## src/rtl/timer16_pkg.sv

```systemverilog
// constants, register map and carrier types for the 16-bit timer with capture
package timer16_pkg;

  localparam int ADDR_W = 8;
  localparam int DATA_W = 32;
  localparam int CNT_W = 16;

  // register byte addresses, one aligned word each, data in bits 7:0
  localparam logic [7:0] ADDR_COUNT_LO = 8'h00;
  localparam logic [7:0] ADDR_COUNT_HI = 8'h04;
  localparam logic [7:0] ADDR_CAP_LO = 8'h08;
  localparam logic [7:0] ADDR_CAP_HI = 8'h0c;
  localparam logic [7:0] ADDR_CMPA_LO = 8'h10;
  localparam logic [7:0] ADDR_CMPA_HI = 8'h14;
  localparam logic [7:0] ADDR_CTRL_A = 8'h18;
  localparam logic [7:0] ADDR_CTRL_B = 8'h1c;
  localparam logic [7:0] ADDR_FLAGS = 8'h20;
  localparam logic [7:0] ADDR_IRQ_EN = 8'h24;
  localparam logic [7:0] ADDR_CAP_SRC = 8'h28;

  // field positions
  localparam int CTRL_A_WGM_LSB = 0;
  localparam int CTRL_B_CS_LSB = 0;
  localparam int CTRL_B_WGM_LSB = 3;
  localparam int CTRL_B_EDGE_BIT = 6;
  localparam int CTRL_B_NOISE_BIT = 7;
  localparam int FLAG_OVF_BIT = 0;
  localparam int FLAG_CAP_BIT = 5;
  localparam int SRC_PIN_SEL_BIT = 0;
  localparam int SRC_CMP_SEL_BIT = 1;
  localparam int SRC_SOFT_EN_BIT = 2;
  localparam int SRC_SOFT_LVL_BIT = 3;

  // reset values
  localparam logic [7:0] CTRL_RESET = 8'h00;
  localparam logic [15:0] COUNT_RESET = 16'h0000;

  // fixed top values and counter limits
  localparam logic [15:0] TOP_8BIT = 16'h00ff;
  localparam logic [15:0] TOP_9BIT = 16'h01ff;
  localparam logic [15:0] TOP_10BIT = 16'h03ff;
  localparam logic [15:0] COUNT_MAX = 16'hffff;
  localparam logic [15:0] COUNT_BOTTOM = 16'h0000;

  // prescaler taps: a tick fires when the masked prescaler is all ones
  localparam int PRESCALE_W = 10;
  localparam logic [9:0] PRE_MASK_8 = 10'h007;
  localparam logic [9:0] PRE_MASK_64 = 10'h03f;
  localparam logic [9:0] PRE_MASK_256 = 10'h0ff;
  localparam logic [9:0] PRE_MASK_1024 = 10'h3ff;

  // filter depth in samples
  localparam int FILTER_DEPTH = 4;

  localparam logic [1:0] RESP_OKAY = 2'b00;
  localparam logic [1:0] RESP_SLVERR = 2'b10;

  typedef enum logic [2:0] {
    TICK_STOP, TICK_DIV1, TICK_DIV8, TICK_DIV64,
    TICK_DIV256, TICK_DIV1024, TICK_EXT_FALL, TICK_EXT_RISE
  } tick_source_t;

  typedef struct packed {
    logic [3:0] waveform_mode_sel;
    logic [2:0] tick_source_sel;
    logic noise_filter_enable;
    logic edge_rising;
    logic capture_pin_select;
    logic comparator_select;
    logic soft_drive_en;
    logic soft_level;
  } timer_cfg_t;

  typedef struct packed {
    logic [15:0] top_value;
    logic dual_slope;
    logic clear_at_top;
    logic ovf_at_top;
    logic capture_is_top;
  } mode_decode_t;

endpackage

```

## src/rtl/input_conditioner.sv

```systemverilog
// two-flop synchroniser with optional four-sample agreement filter
`timescale 1ns/1ps
`default_nettype none
module input_conditioner #(
  parameter int DEPTH = timer16_pkg::FILTER_DEPTH
) (
  // clock and reset
  input wire logic aclk,
  input wire logic aresetn,
  // raw level and filter control
  input wire logic raw,
  input wire logic filter_en,
  // conditioned level
  output logic level
);

  logic sync_meta;
  logic sync_out;
  logic [DEPTH-1:0] samples;

  wire all_high = &samples;
  wire all_low = ~|samples;

  always_ff @(posedge aclk) begin
    if (!aresetn) begin
      sync_meta <= 1'b0;
      sync_out <= 1'b0;
      samples <= '0;
      level <= 1'b0;
    end else begin
      sync_meta <= raw;
      sync_out <= sync_meta;
      samples <= {samples[DEPTH-2:0], sync_out};
      // the filter only moves once every sample in the window agrees
      if (!filter_en)
        level <= sync_out;
      else if (all_high || all_low)
        level <= samples[DEPTH-1];
    end
  end

endmodule
`default_nettype wire

```

## src/rtl/timer16_counter_and_capture.sv

```systemverilog
// 16-bit timer counter with input capture behind an axi4-lite slave
//
// Design decisions made here: the register addresses and the AXI4-Lite slave port.
`timescale 1ns/1ps
`default_nettype none
module timer16_counter_and_capture (
  // clock and reset
  input wire logic aclk,
  input wire logic aresetn,
  // axi4-lite write address
  input wire logic [timer16_pkg::ADDR_W-1:0] awaddr,
  input wire logic awvalid,
  output logic awready,
  // axi4-lite write data
  input wire logic [timer16_pkg::DATA_W-1:0] wdata,
  input wire logic [3:0] wstrb,
  input wire logic wvalid,
  output logic wready,
  // axi4-lite write response
  output logic [1:0] bresp,
  output logic bvalid,
  input wire logic bready,
  // axi4-lite read address
  input wire logic [timer16_pkg::ADDR_W-1:0] araddr,
  input wire logic arvalid,
  output logic arready,
  // axi4-lite read data
  output logic [timer16_pkg::DATA_W-1:0] rdata,
  output logic [1:0] rresp,
  output logic rvalid,
  input wire logic rready,
  // capture and external tick inputs, asynchronous
  input wire logic capture_pin_a,
  input wire logic capture_pin_b,
  input wire logic comparator_output,
  input wire logic ext_tick_pin,
  // interrupt requests and service acknowledges
  output logic overflow_irq,
  output logic capture_irq,
  input wire logic overflow_irq_ack,
  input wire logic capture_irq_ack
);

  logic [15:0] count_value;
  logic count_up;
  logic [15:0] capture_value;
  logic [15:0] compare_reg_a;
  logic [7:0] high_latch;
  logic [7:0] timer_control_a;
  logic [7:0] timer_control_b;
  logic [7:0] capture_source;
  logic overflow_flag;
  logic capture_flag;
  logic overflow_irq_enable;
  logic capture_irq_enable;
  logic [timer16_pkg::PRESCALE_W-1:0] prescale;
  logic ext_prev;
  logic capture_prev;
  logic aw_full;
  logic w_full;
  logic [7:0] waddr_q;
  logic [7:0] wbyte_q;
  logic wstrb0_q;

  timer16_pkg::timer_cfg_t cfg;
  timer16_pkg::mode_decode_t mode;

  assign cfg.waveform_mode_sel = {timer_control_b[timer16_pkg::CTRL_B_WGM_LSB +: 2],
                                  timer_control_a[timer16_pkg::CTRL_A_WGM_LSB +: 2]};
  assign cfg.tick_source_sel = timer_control_b[timer16_pkg::CTRL_B_CS_LSB +: 3];
  assign cfg.noise_filter_enable = timer_control_b[timer16_pkg::CTRL_B_NOISE_BIT];
  assign cfg.edge_rising = timer_control_b[timer16_pkg::CTRL_B_EDGE_BIT];
  assign cfg.capture_pin_select = capture_source[timer16_pkg::SRC_PIN_SEL_BIT];
  assign cfg.comparator_select = capture_source[timer16_pkg::SRC_CMP_SEL_BIT];
  assign cfg.soft_drive_en = capture_source[timer16_pkg::SRC_SOFT_EN_BIT];
  assign cfg.soft_level = capture_source[timer16_pkg::SRC_SOFT_LVL_BIT];

  // mode table: which top, which slope, where the overflow lands
  wire [3:0] wave_mode = cfg.waveform_mode_sel;
  wire top_is_cmpa = wave_mode inside {4'd4, 4'd9, 4'd11, 4'd15};
  wire top_is_fixed = ~wave_mode[3] & (wave_mode[1:0] != 2'd0);
  assign mode.dual_slope = wave_mode inside {4'd1, 4'd2, 4'd3, 4'd8, 4'd9, 4'd10, 4'd11};
  assign mode.clear_at_top = wave_mode inside {4'd4, 4'd5, 4'd6, 4'd7, 4'd12, 4'd14, 4'd15};
  assign mode.ovf_at_top = wave_mode inside {4'd5, 4'd6, 4'd7, 4'd14, 4'd15};
  assign mode.capture_is_top = wave_mode inside {4'd8, 4'd10, 4'd12, 4'd14};
  assign mode.top_value = mode.capture_is_top ? capture_value
                        : top_is_cmpa ? compare_reg_a
                        : !top_is_fixed ? timer16_pkg::COUNT_MAX
                        : wave_mode[1:0] == 2'd1 ? timer16_pkg::TOP_8BIT
                        : wave_mode[1:0] == 2'd2 ? timer16_pkg::TOP_9BIT
                        : timer16_pkg::TOP_10BIT;

  logic [3:0] cond_raw;
  logic [3:0] cond_filter;
  logic [3:0] cond_level;
  // a port drive replaces the pin level just as the pad would see it
  assign cond_raw[0] = cfg.soft_drive_en ? cfg.soft_level : capture_pin_a;
  assign cond_raw[1] = capture_pin_b;
  assign cond_raw[2] = comparator_output;
  assign cond_raw[3] = ext_tick_pin;
  assign cond_filter = {1'b0, {3{cfg.noise_filter_enable}}};
  genvar gi;
  generate
    for (gi = 0; gi < 4; gi++) begin : g_cond
      input_conditioner #(.DEPTH(timer16_pkg::FILTER_DEPTH)) u_cond (
        .aclk(aclk),
        .aresetn(aresetn),
        .raw(cond_raw[gi]),
        .filter_en(cond_filter[gi]),
        .level(cond_level[gi])
      );
    end
  endgenerate

  wire [9:0] pre_masked_8 = prescale & timer16_pkg::PRE_MASK_8;
  wire [9:0] pre_masked_64 = prescale & timer16_pkg::PRE_MASK_64;
  wire [9:0] pre_masked_256 = prescale & timer16_pkg::PRE_MASK_256;
  wire ext_rise = cond_level[3] & ~ext_prev;
  wire ext_fall = ~cond_level[3] & ext_prev;
  logic timer_tick;
  always_comb begin
    case (timer16_pkg::tick_source_t'(cfg.tick_source_sel))
      timer16_pkg::TICK_STOP: timer_tick = 1'b0;
      timer16_pkg::TICK_DIV1: timer_tick = 1'b1;
      timer16_pkg::TICK_DIV8: timer_tick = pre_masked_8 == timer16_pkg::PRE_MASK_8;
      timer16_pkg::TICK_DIV64: timer_tick = pre_masked_64 == timer16_pkg::PRE_MASK_64;
      timer16_pkg::TICK_DIV256: timer_tick = pre_masked_256 == timer16_pkg::PRE_MASK_256;
      timer16_pkg::TICK_DIV1024: timer_tick = prescale == timer16_pkg::PRE_MASK_1024;
      timer16_pkg::TICK_EXT_FALL: timer_tick = ext_fall;
      timer16_pkg::TICK_EXT_RISE: timer_tick = ext_rise;
      default: timer_tick = 1'b0;
    endcase
  end

  wire aw_fire = awvalid & awready;
  wire w_fire = wvalid & wready;
  wire ar_fire = arvalid & arready;
  wire wr_fire = aw_full & w_full & ~bvalid;
  wire wr_en = wr_fire & wstrb0_q;
  wire [7:0] raddr = araddr;
  wire wr_count_lo = wr_en && waddr_q == timer16_pkg::ADDR_COUNT_LO;
  wire wr_cap_lo = wr_en && waddr_q == timer16_pkg::ADDR_CAP_LO;
  wire wr_cmpa_lo = wr_en && waddr_q == timer16_pkg::ADDR_CMPA_LO;
  wire wr_hi = wr_en && (waddr_q == timer16_pkg::ADDR_COUNT_HI
                      || waddr_q == timer16_pkg::ADDR_CAP_HI
                      || waddr_q == timer16_pkg::ADDR_CMPA_HI);
  wire wr_ctrl_a = wr_en && waddr_q == timer16_pkg::ADDR_CTRL_A;
  wire wr_ctrl_b = wr_en && waddr_q == timer16_pkg::ADDR_CTRL_B;
  wire wr_flags = wr_en && waddr_q == timer16_pkg::ADDR_FLAGS;
  wire wr_irq_en = wr_en && waddr_q == timer16_pkg::ADDR_IRQ_EN;
  wire wr_cap_src = wr_en && waddr_q == timer16_pkg::ADDR_CAP_SRC;
  wire wr_mapped = waddr_q <= timer16_pkg::ADDR_CAP_SRC && waddr_q[1:0] == 2'b00;
  wire rd_mapped = raddr <= timer16_pkg::ADDR_CAP_SRC && raddr[1:0] == 2'b00;
  wire rd_count_lo = ar_fire && raddr == timer16_pkg::ADDR_COUNT_LO;
  wire rd_cap_lo = ar_fire && raddr == timer16_pkg::ADDR_CAP_LO;
  wire [15:0] written_word = {high_latch, wbyte_q};
  logic [7:0] rd_byte;
  always_comb begin
    case (raddr)
      timer16_pkg::ADDR_COUNT_LO: rd_byte = count_value[7:0];
      timer16_pkg::ADDR_COUNT_HI: rd_byte = high_latch;
      timer16_pkg::ADDR_CAP_LO: rd_byte = capture_value[7:0];
      timer16_pkg::ADDR_CAP_HI: rd_byte = high_latch;
      timer16_pkg::ADDR_CMPA_LO: rd_byte = compare_reg_a[7:0];
      timer16_pkg::ADDR_CMPA_HI: rd_byte = compare_reg_a[15:8];
      timer16_pkg::ADDR_CTRL_A: rd_byte = timer_control_a;
      timer16_pkg::ADDR_CTRL_B: rd_byte = timer_control_b;
      timer16_pkg::ADDR_FLAGS: rd_byte = 8'(overflow_flag) << timer16_pkg::FLAG_OVF_BIT
                                      | 8'(capture_flag) << timer16_pkg::FLAG_CAP_BIT;
      timer16_pkg::ADDR_IRQ_EN: rd_byte = 8'(overflow_irq_enable) << timer16_pkg::FLAG_OVF_BIT
                                       | 8'(capture_irq_enable) << timer16_pkg::FLAG_CAP_BIT;
      timer16_pkg::ADDR_CAP_SRC: rd_byte = capture_source;
      default: rd_byte = 8'h00;
    endcase
  end

  wire at_top = count_value == mode.top_value;
  wire at_bottom = count_value == timer16_pkg::COUNT_BOTTOM;
  logic [15:0] next_count;
  logic next_up;
  logic ovf_event;
  always_comb begin
    next_count = count_value;
    next_up = count_up;
    ovf_event = 1'b0;
    if (wr_count_lo) begin
      next_count = written_word;
    end else if (timer_tick) begin
      if (mode.dual_slope) begin
        if (count_up && count_value >= mode.top_value) begin
          next_up = 1'b0;
          next_count = count_value - 16'h0001;
        end else if (!count_up && at_bottom) begin
          next_up = 1'b1;
          next_count = count_value + 16'h0001;
          ovf_event = 1'b1;
        end else begin
          next_count = count_up ? count_value + 16'h0001 : count_value - 16'h0001;
        end
      end else begin
        next_up = 1'b1;
        next_count = (mode.clear_at_top && at_top) ? timer16_pkg::COUNT_BOTTOM
                                                   : count_value + 16'h0001;
        ovf_event = mode.ovf_at_top ? at_top
                                    : count_value == timer16_pkg::COUNT_MAX;
      end
    end
  end

  // the mux sits after the filters, so switching source can look like an edge
  wire pin_level = cfg.capture_pin_select ? cond_level[1] : cond_level[0];
  wire capture_level = cfg.comparator_select ? cond_level[2] : pin_level;
  wire capture_event = ~mode.capture_is_top
                     & (capture_level != capture_prev)
                     & (capture_level == cfg.edge_rising);
  // set wins over any clear in the same cycle
  wire ovf_clear = (wr_flags & wbyte_q[timer16_pkg::FLAG_OVF_BIT]) | overflow_irq_ack;
  wire cap_clear = (wr_flags & wbyte_q[timer16_pkg::FLAG_CAP_BIT]) | capture_irq_ack;
  wire next_ovf_flag = ovf_event | (overflow_flag & ~ovf_clear);
  wire next_cap_flag = capture_event | (capture_flag & ~cap_clear);
  wire next_aw_full = (aw_full & ~wr_fire) | aw_fire;
  wire next_w_full = (w_full & ~wr_fire) | w_fire;
  wire next_rvalid = ar_fire | (rvalid & ~rready);

  always_ff @(posedge aclk) begin
    if (!aresetn) begin
      aw_full <= 1'b0;
      w_full <= 1'b0;
      awready <= 1'b0;
      wready <= 1'b0;
      waddr_q <= 8'h00;
      wbyte_q <= 8'h00;
      wstrb0_q <= 1'b0;
      bvalid <= 1'b0;
      bresp <= timer16_pkg::RESP_OKAY;
    end else begin
      aw_full <= next_aw_full;
      w_full <= next_w_full;
      awready <= ~next_aw_full;
      wready <= ~next_w_full;
      if (aw_fire)
        waddr_q <= awaddr;
      if (w_fire) begin
        wbyte_q <= wdata[7:0];
        wstrb0_q <= wstrb[0];
      end
      if (wr_fire) begin
        bvalid <= 1'b1;
        bresp <= wr_mapped ? timer16_pkg::RESP_OKAY : timer16_pkg::RESP_SLVERR;
      end else if (bready) begin
        bvalid <= 1'b0;
      end
    end
  end

  always_ff @(posedge aclk) begin
    if (!aresetn) begin
      arready <= 1'b0;
      rvalid <= 1'b0;
      rdata <= '0;
      rresp <= timer16_pkg::RESP_OKAY;
    end else begin
      arready <= ~next_rvalid;
      rvalid <= next_rvalid;
      if (ar_fire) begin
        rdata <= {24'h000000, rd_byte};
        rresp <= rd_mapped ? timer16_pkg::RESP_OKAY : timer16_pkg::RESP_SLVERR;
      end
    end
  end

  always_ff @(posedge aclk) begin
    if (!aresetn)
      high_latch <= 8'h00;
    else if (wr_hi)
      high_latch <= wbyte_q;
    else if (rd_count_lo)
      high_latch <= count_value[15:8];
    else if (rd_cap_lo)
      high_latch <= capture_value[15:8];
  end

  always_ff @(posedge aclk) begin
    if (!aresetn) begin
      count_value <= timer16_pkg::COUNT_RESET;
      count_up <= 1'b1;
      capture_value <= timer16_pkg::COUNT_RESET;
      compare_reg_a <= timer16_pkg::COUNT_RESET;
      prescale <= '0;
      ext_prev <= 1'b0;
      capture_prev <= 1'b0;
    end else begin
      count_value <= next_count;
      count_up <= next_up;
      prescale <= prescale + 10'h001;
      ext_prev <= cond_level[3];
      capture_prev <= capture_level;
      if (capture_event)
        capture_value <= count_value;
      else if (wr_cap_lo && mode.capture_is_top)
        capture_value <= written_word;
      if (wr_cmpa_lo)
        compare_reg_a <= written_word;
    end
  end

  always_ff @(posedge aclk) begin
    if (!aresetn) begin
      timer_control_a <= timer16_pkg::CTRL_RESET;
      timer_control_b <= timer16_pkg::CTRL_RESET;
      capture_source <= timer16_pkg::CTRL_RESET;
      overflow_irq_enable <= 1'b0;
      capture_irq_enable <= 1'b0;
      overflow_flag <= 1'b0;
      capture_flag <= 1'b0;
      overflow_irq <= 1'b0;
      capture_irq <= 1'b0;
    end else begin
      if (wr_ctrl_a)
        timer_control_a <= wbyte_q;
      if (wr_ctrl_b)
        timer_control_b <= wbyte_q;
      if (wr_cap_src)
        capture_source <= wbyte_q;
      if (wr_irq_en) begin
        overflow_irq_enable <= wbyte_q[timer16_pkg::FLAG_OVF_BIT];
        capture_irq_enable <= wbyte_q[timer16_pkg::FLAG_CAP_BIT];
      end
      overflow_flag <= next_ovf_flag;
      capture_flag <= next_cap_flag;
      overflow_irq <= next_ovf_flag & overflow_irq_enable;
      capture_irq <= next_cap_flag & capture_irq_enable;
    end
  end

endmodule
`default_nettype wire

```

## config.mk

```make
export PLATFORM = sky130hd
export DESIGN_NAME = timer16_counter_and_capture
export DESIGN_NICKNAME = d
export VERILOG_FILES = /design/src/rtl/timer16_pkg.sv /design/src/rtl/input_conditioner.sv /design/src/rtl/timer16_counter_and_capture.sv
export SDC_FILE = /design/constraint.sdc
export NUM_CORES = 1
export LEC_CHECK = 0
export BUFFER_PORTS_ARGS = -buffer_cell sky130_fd_sc_hd__buf_2
export CAP_MARGIN = 5
export CORE_ASPECT_RATIO = 1.4
export CORE_MARGIN = 2
export CORE_UTILIZATION = 59
export CTS_CLUSTER_DIAMETER = 200
export CTS_CLUSTER_SIZE = 14
export DETAILED_ROUTE_END_ITERATION = 8
export GPL_TIMING_DRIVEN = 0
export MAX_ROUTING_LAYER = met4
export PLACE_DENSITY = 0.83
export SLEW_MARGIN = 25
export SYNTH_ARGS = -nofsm -noshare
export SYNTH_HDL_FRONTEND = slang
export SYNTH_SLANG_ARGS = --single-unit
```

## constraint.sdc

```tcl
create_clock -name aclk -period 5.5 [get_ports aclk]
set_clock_uncertainty 0.1 [all_clocks]
set_input_delay 0.55 -clock aclk [delete_from_list [all_inputs] [get_ports aclk]]
set_output_delay 0.55 -clock aclk [all_outputs]
set_load 0.01 [all_outputs]
```

; Yosys cells after proc, flatten, opt, wreduce, memory -nomap -nowiden
; Index checks and enable logic that the tools add are counted.
[totals]
ff_bits = 159
inputBits = 65
out_inout_bits = 43
wordCells = 239
[op_classes]
add_sub_neg = 3
order_cmp = 3
n_eq_ne = 55
n_mux = 41
bitwise_logic = 42
n_reduce_logical = 50
[ops]
columns = operator, count
row1 = 16-bit 2-to-1 mux, 12
row2 = 8-bit one-hot mux with 10 select lines, 1
row3 = 8-bit by 5-bit == test with 1-bit output (second input constant), 8
row4 = 8-bit by 6-bit == test with 1-bit output (second input constant), 6
row5 = 8-bit by 4-bit == test with 1-bit output (second input constant), 4
row6 = 4-bit == test (second input constant), 7
row7 = 8-bit 2-to-1 mux, 3
row8 = 1-bit bitwise AND, 20
row9 = 1-bit 2-to-1 mux, 20
row10 = 10-bit 2-to-1 mux, 2
row11 = 1-bit logical AND, 17
row12 = 16-bit by 1-bit adder with 16-bit output (second input constant), 1
row13 = 16-bit == test, 1
row14 = 16-bit == test (second input constant), 1
row15 = 4-bit by 3-bit == test with 1-bit output (second input constant), 4
row16 = 8-bit by 3-bit == test with 1-bit output (second input constant), 2
row17 = 16-bit >= comparator, 1
row18 = 8-bit by 6-bit less-or-equal comparator with 1-bit output (second input constant), 2
row19 = 16-bit logical NOT, 1
row20 = 8-bit logical NOT, 2
row21 = 16-bit by 1-bit subtractor with 16-bit output (second input constant), 1
row22 = 3-bit == test (second input constant), 5
row23 = 7-bit nonzero test, 2
row24 = 1-bit inverter, 13
row25 = 30 further kinds, 58

; Depth between registers and ports, before layout
[logic_depth]
word_depth = 14
mapped_depth = 17
depth_no_buf = 16

; Modules after synthesis
; A second synthesis with hierarchy kept.
[unflattened]
hier_cells = 1013
area_unflattened_um2 = 8811.0
[by_module_without_submodules]
columns = module, instances, cells_per_inst, area_each_um2
row1 = timer16_counter_and_capture, 1, 941, 7970.1
row2 = input_conditioner, 4, 18, 210.2

; Worst setup path after synthesis
; OpenSTA, ideal clock, no wires.
[synth_timing]
path_kind = register -> register
start = register timer_control_a[1]
end = register count_value[3]
setup_time_ps = 119
t_arrival_ps = 3928
required_time_ps = 5281
slack_ps = 1353
stages_incl_launch_ff = 18
n_path_buf = 1
path_cell_list = dfxtp_1 -> inv_1 -> ha_1 -> nor2b_1 -> o21ai_0 -> o21a_1 -> clkbuf_1 -> nor2_1 -> a211oi_1 -> a21oi_1 -> ha_1 -> nand4_1 -> or3_1 -> o31a_1 -> a21oi_2 -> mux2_2 -> o21a_1 -> o221a_2
[synth_between]
elab_chain_len = 12
[synth_lines]
columns = item, line_no
row1 = "start, declared", timer16_counter_and_capture.sv:49  ; logic [7:0] timer_control_a;
row2 = "start signal, assigned", timer16_counter_and_capture.sv:309  ; timer_control_a <= timer16_pkg::CTRL_RESET;
row3 = "start signal, assigned", timer16_counter_and_capture.sv:320  ; timer_control_a <= wbyte_q;
row4 = 2-bit == test, timer16_counter_and_capture.sv:90  ; : wave_mode[1:0] == 2'd2 ? timer16_pkg::TOP_9BIT
row5 = 10-bit 2-to-1 mux, timer16_counter_and_capture.sv:90
row6 = 10-bit 2-to-1 mux, timer16_counter_and_capture.sv:89  ; : wave_mode[1:0] == 2'd1 ? timer16_pkg::TOP_8BIT
row7 = 16-bit 2-to-1 mux, timer16_counter_and_capture.sv:88  ; : !top_is_fixed ? timer16_pkg::COUNT_MAX
row8 = 16-bit 2-to-1 mux, timer16_counter_and_capture.sv:87  ; : top_is_cmpa ? compare_reg_a
row9 = 16-bit 2-to-1 mux, timer16_counter_and_capture.sv:86  ; assign mode.top_value = mode.capture_is_top ? capture_value
row10 = 16-bit >= comparator or 16-bit == test (tied branches), "timer16_counter_and_capture.sv:190, timer16_counter_and_capture.sv:177"
row11 = "1-bit logical AND, on equally long branches", "timer16_counter_and_capture.sv:190, timer16_counter_and_capture.sv:202"
row12 = "16-bit 2-to-1 mux, on equally long branches", "timer16_counter_and_capture.sv:190, timer16_counter_and_capture.sv:202"
row13 = 16-bit 2-to-1 mux *, timer16_counter_and_capture.sv:189  ; if (mode.dual_slope) begin
row14 = 16-bit 2-to-1 mux *, timer16_counter_and_capture.sv:188  ; end else if (timer_tick) begin
row15 = 16-bit 2-to-1 mux *, timer16_counter_and_capture.sv:186  ; if (wr_count_lo) begin
row16 = "end signal, assigned", timer16_counter_and_capture.sv:285  ; count_value <= timer16_pkg::COUNT_RESET;
row17 = "end signal, assigned", timer16_counter_and_capture.sv:293  ; count_value <= next_count;
row18 = "end, declared", timer16_counter_and_capture.sv:44  ; logic [15:0] count_value;
; Every way passes the cells marked *; elsewhere a longest branch is shown, timed or not. The select of a mux whose other input is x is not followed.
; A chain may end at the register's enable or synchronous reset.

; Final worst setup path
[layout_timing]
start = register timer_control_b[4]
end = register count_value[3]
[layout_between]
elab_chain_len = 11
[layout_lines]
columns = item, line_no
row1 = "start, declared", timer16_counter_and_capture.sv:50  ; logic [7:0] timer_control_b;
row2 = "start signal, assigned", timer16_counter_and_capture.sv:310  ; timer_control_b <= timer16_pkg::CTRL_RESET;
row3 = "start signal, assigned", timer16_counter_and_capture.sv:322  ; timer_control_b <= wbyte_q;
row4 = branches (longest 8 deep; another with 16-bit >= comparator), -
row5 = 16-bit 2-to-1 mux *, timer16_counter_and_capture.sv:189
row6 = 16-bit 2-to-1 mux *, timer16_counter_and_capture.sv:188
row7 = 16-bit 2-to-1 mux *, timer16_counter_and_capture.sv:186
; Every way passes the cells marked *. The select of a mux whose other input is x is not followed.

==> impl_results.md <==
- Status: finished, final reports clean
- Largest net degree at the start of global routing: 17
- Sink Count: 157
- Area growth syn-to-layout: 13.79%
- Total number of vias: 8029
- Total GRT Usage: 35.51%
- CP Class: reg -> reg
- Sequential Power Share: 46.8%
- Vias in the first global route: 7643
- Placer congestion estimate: 1.002
- Max_slew headroom: 33.56%
- Util after Layout: 68.10%
- WP buf/inv: 3
- Combinational cell fraction of total power: 6.0%
- Synth unique cells: 70
- Die area: 15510 um^2
- Hold_buf cts: 0
- Most common cell after layout, fill and taps aside: dfxtp_1
- Ports: 108
- Minimum clock period after layout: 5127 ps
- Worst reg2reg setup slack: 370 ps
- DR WL/cell: 20.52 um
- Synth Flop Type: dfxtp_1
- Drt initial violations: 813
- Synth Warn #: 0
- Initial Utilization: 59.85%
- Post-CTS Setup Inserts: 0
- WL final: 26500 um
- Worst Hold Class: in -> reg
- Wire length of the first global-routing pass: 41230 um
- TNS Setup: 0 ps
- Gr ovfl total: 0
- Int Pwr: 1.871 mW
- Cell taking the most area after synthesis: dfxtp_1
- Critical path's top delay family: compound AO/OA/AOI/OAI gates
- Post-DP HPWL: 19420 um
- Seq/Total Area, Yosys: 36.69%
- Yosys reg bits: 157
- Post-synthesis instance total: 992
- Port buffer count: 53
- CP Capture Type: flop
- Final worst-path cycle share: 93.21%
- Async S/R FF share, synth: 0%
- Worst path cell trace: clkbuf_1 -> nor2b_1 -> clkbuf_1 -> clkbuf_1 -> a21oi_1 -> ha_1 -> nand4_2 -> or3_1 -> o31a_1 -> a21oi_2 -> mux2_2 -> o21a_1 -> o221a_2
- Slew Viols, Final: 0
- Clock tree root buffer cell: clkbuf_16
- Ant diodes: 0
- Overall Power: 2.506 mW
- Die X: 105.8 um
- Most used cell, CP: clkbuf_1
- Commonest non-fill, non-tap cells in the layout: 157 x dfxtp_1, 104 x nand2_1, 81 x mux2i_1
- Placement Setup Slack: 535.2 ps
- Final critical-path setup slack: 373.4 ps
- H-tree levels: 4
- Final setup viols: 0
- Syn avg cell area: 8.636 um^2
- Antenna Nets Post-Route: 0
- TritonRoute pass-1 iters: 6
- # fillers: 1159
- Layout cells sized above 1: 12.07%
- Crit-path slowest cell: nor2b_1
- Initial antenna violation count: 0
- WP data arrival: 5350 ps
- Yosys top cell area share: 36.69%
- Max_cap viols: 0
- Post-Syn Area: 8567 um^2
- Clock Pin Slew Worst Setup and Hold Paths: 70 ps
- Power per standard cell area: 257.1 nW/um^2
- Core area: 14310 um^2
- Leak Pwr: 4.254 nW
- CTS tree: built
- Num rows: 52
- Die H: 146.6 um
- Nets: 1178
- Critical path startpoint category: flop
- Max Fclk: 195.1 MHz
- Cells taking the most area after synthesis: dfxtp_1 37%, mux2i_1 9.5%, nor2b_1 4.9%
- Max VDD drop: 251.2 uV
- Switching Share: 25.37%
- EDFF count, synth: 0
- Cts bufs inserted: 17
- Largest stage delay on the critical path: 460 ps
- Clk pwr share: 47.2%
- RSZ-0062 raised after global routing: false
- CP max FO: 10
- DRC: 0
- Final hold violation count: 0
- WP data required: 5720 ps
- Psw: 0.6359 mW
- Routed vias/inst: 6.219
- Worst-case clock buffer depth: 2
- Measured slew at the worst slew-check pin: 992.9 ps
- # resized after CTS: 0
- Worst-Skew Late Latency: 440 ps
## synthesized netlist by cell type (12+ instances only)
cell type    n
a21boi_0    26
nor3_1      27
nand3_1     31
xnor2_1     12
mux2i_1     81
nor2b_1     67
clkbuf_1    58
a21oi_1     25
ha_1        24
a22oi_1     21
nand2_1    104
buf_4       26
or3_1       18
o21ai_0     47
nor2_1      37
o211a_1     18
dfxtp_1    157
and2_1      40
## cells by family (layout without fill, tap and decap cells)
family                   after synthesis  count (layout)  synth area share (%)
adder cells (fa/ha/maj)               24              24                 3.505
multiplexers                          87              87                 10.25
AO/OA/AOI/OAI                        221             221                 18.48
buffers and inverters                101             186                 5.637
XOR/XNOR                              14              14                 1.431
flip-flops                           157             157                 36.69
other                                  1              26               0.04377
AND/OR/NAND/NOR                      387             387                 23.97
## routing by layer
layer,wire [um],track usage [%]
met5,0,-
met4,1849,24.08
met2,13130,59.48
met3,1704,6.250
met1,9816,37.91
## power groups by stage
stage / registers, mW / logic (mW) / clock network, mW
final: 1.17 / 0.151 / 1.18
after global routing: 1.17 / 0.164 / 1.23
after CTS: 1.17 / 0.149 / 1.18
after detailed placement: 1.20 / 0.147 / 0
after global placement: 1.20 / 0.145 / 0
after floorplan: 1.19 / 0.0961 / 0
## registers in the layout, indices dropped and copies added, names as in the netlist, 8 cells and up
register and flops:
capture_value 16, compare_reg_a 16, count_value 16, g_cond.u_cond.samples 12
prescale 10, capture_source 8, high_latch 8, rdata 8
timer_control_a 8, timer_control_b 8, waddr_q 8, wbyte_q 8
## per-stage QoR
stage	std cells	hold WS [ps]	cell area, um^2
after detailed placement	1259	326.8	9163
after floorplan	1017	311.9	8661
final	1291	217.0	9748
after global routing	1291	227.1	9748
after global placement	1259	322.1	9163
after CTS	1291	218.2	9748
## final timing paths
kind                                          from                               endpoint  depth (start not counted)
max                timer_control_b[4]$_SDFFE_PN0P_            count_value[3]$_SDFFE_PN0P_                         13
min                                   ext_tick_pin  g_cond[3].u_cond.sync_meta$_SDFF_PN0_                          2
max reg2reg        timer_control_b[4]$_SDFFE_PN0P_            count_value[3]$_SDFFE_PN0P_                         13
min reg2reg  g_cond[3].u_cond.sync_meta$_SDFF_PN0_   g_cond[3].u_cond.sync_out$_SDFF_PN0_                          1
## area by class of cell
type | instances | area, um^2 | area share [%]
clock buffers | 18 | 439.2 | 4.505
clock inverters | 14 | 146.4 | 1.502
repair buffers | 53 | 265.3 | 2.721
well taps | 189 | 236.5 | 2.426
inverters | 11 | 41.29 | 0.4236
plain buffers | 90 | 441.7 | 4.531
multi-input cells | 759 | 5035 | 51.65
flip-flops and latches | 157 | 3143 | 32.24
(Power assumes the default switching activity.)
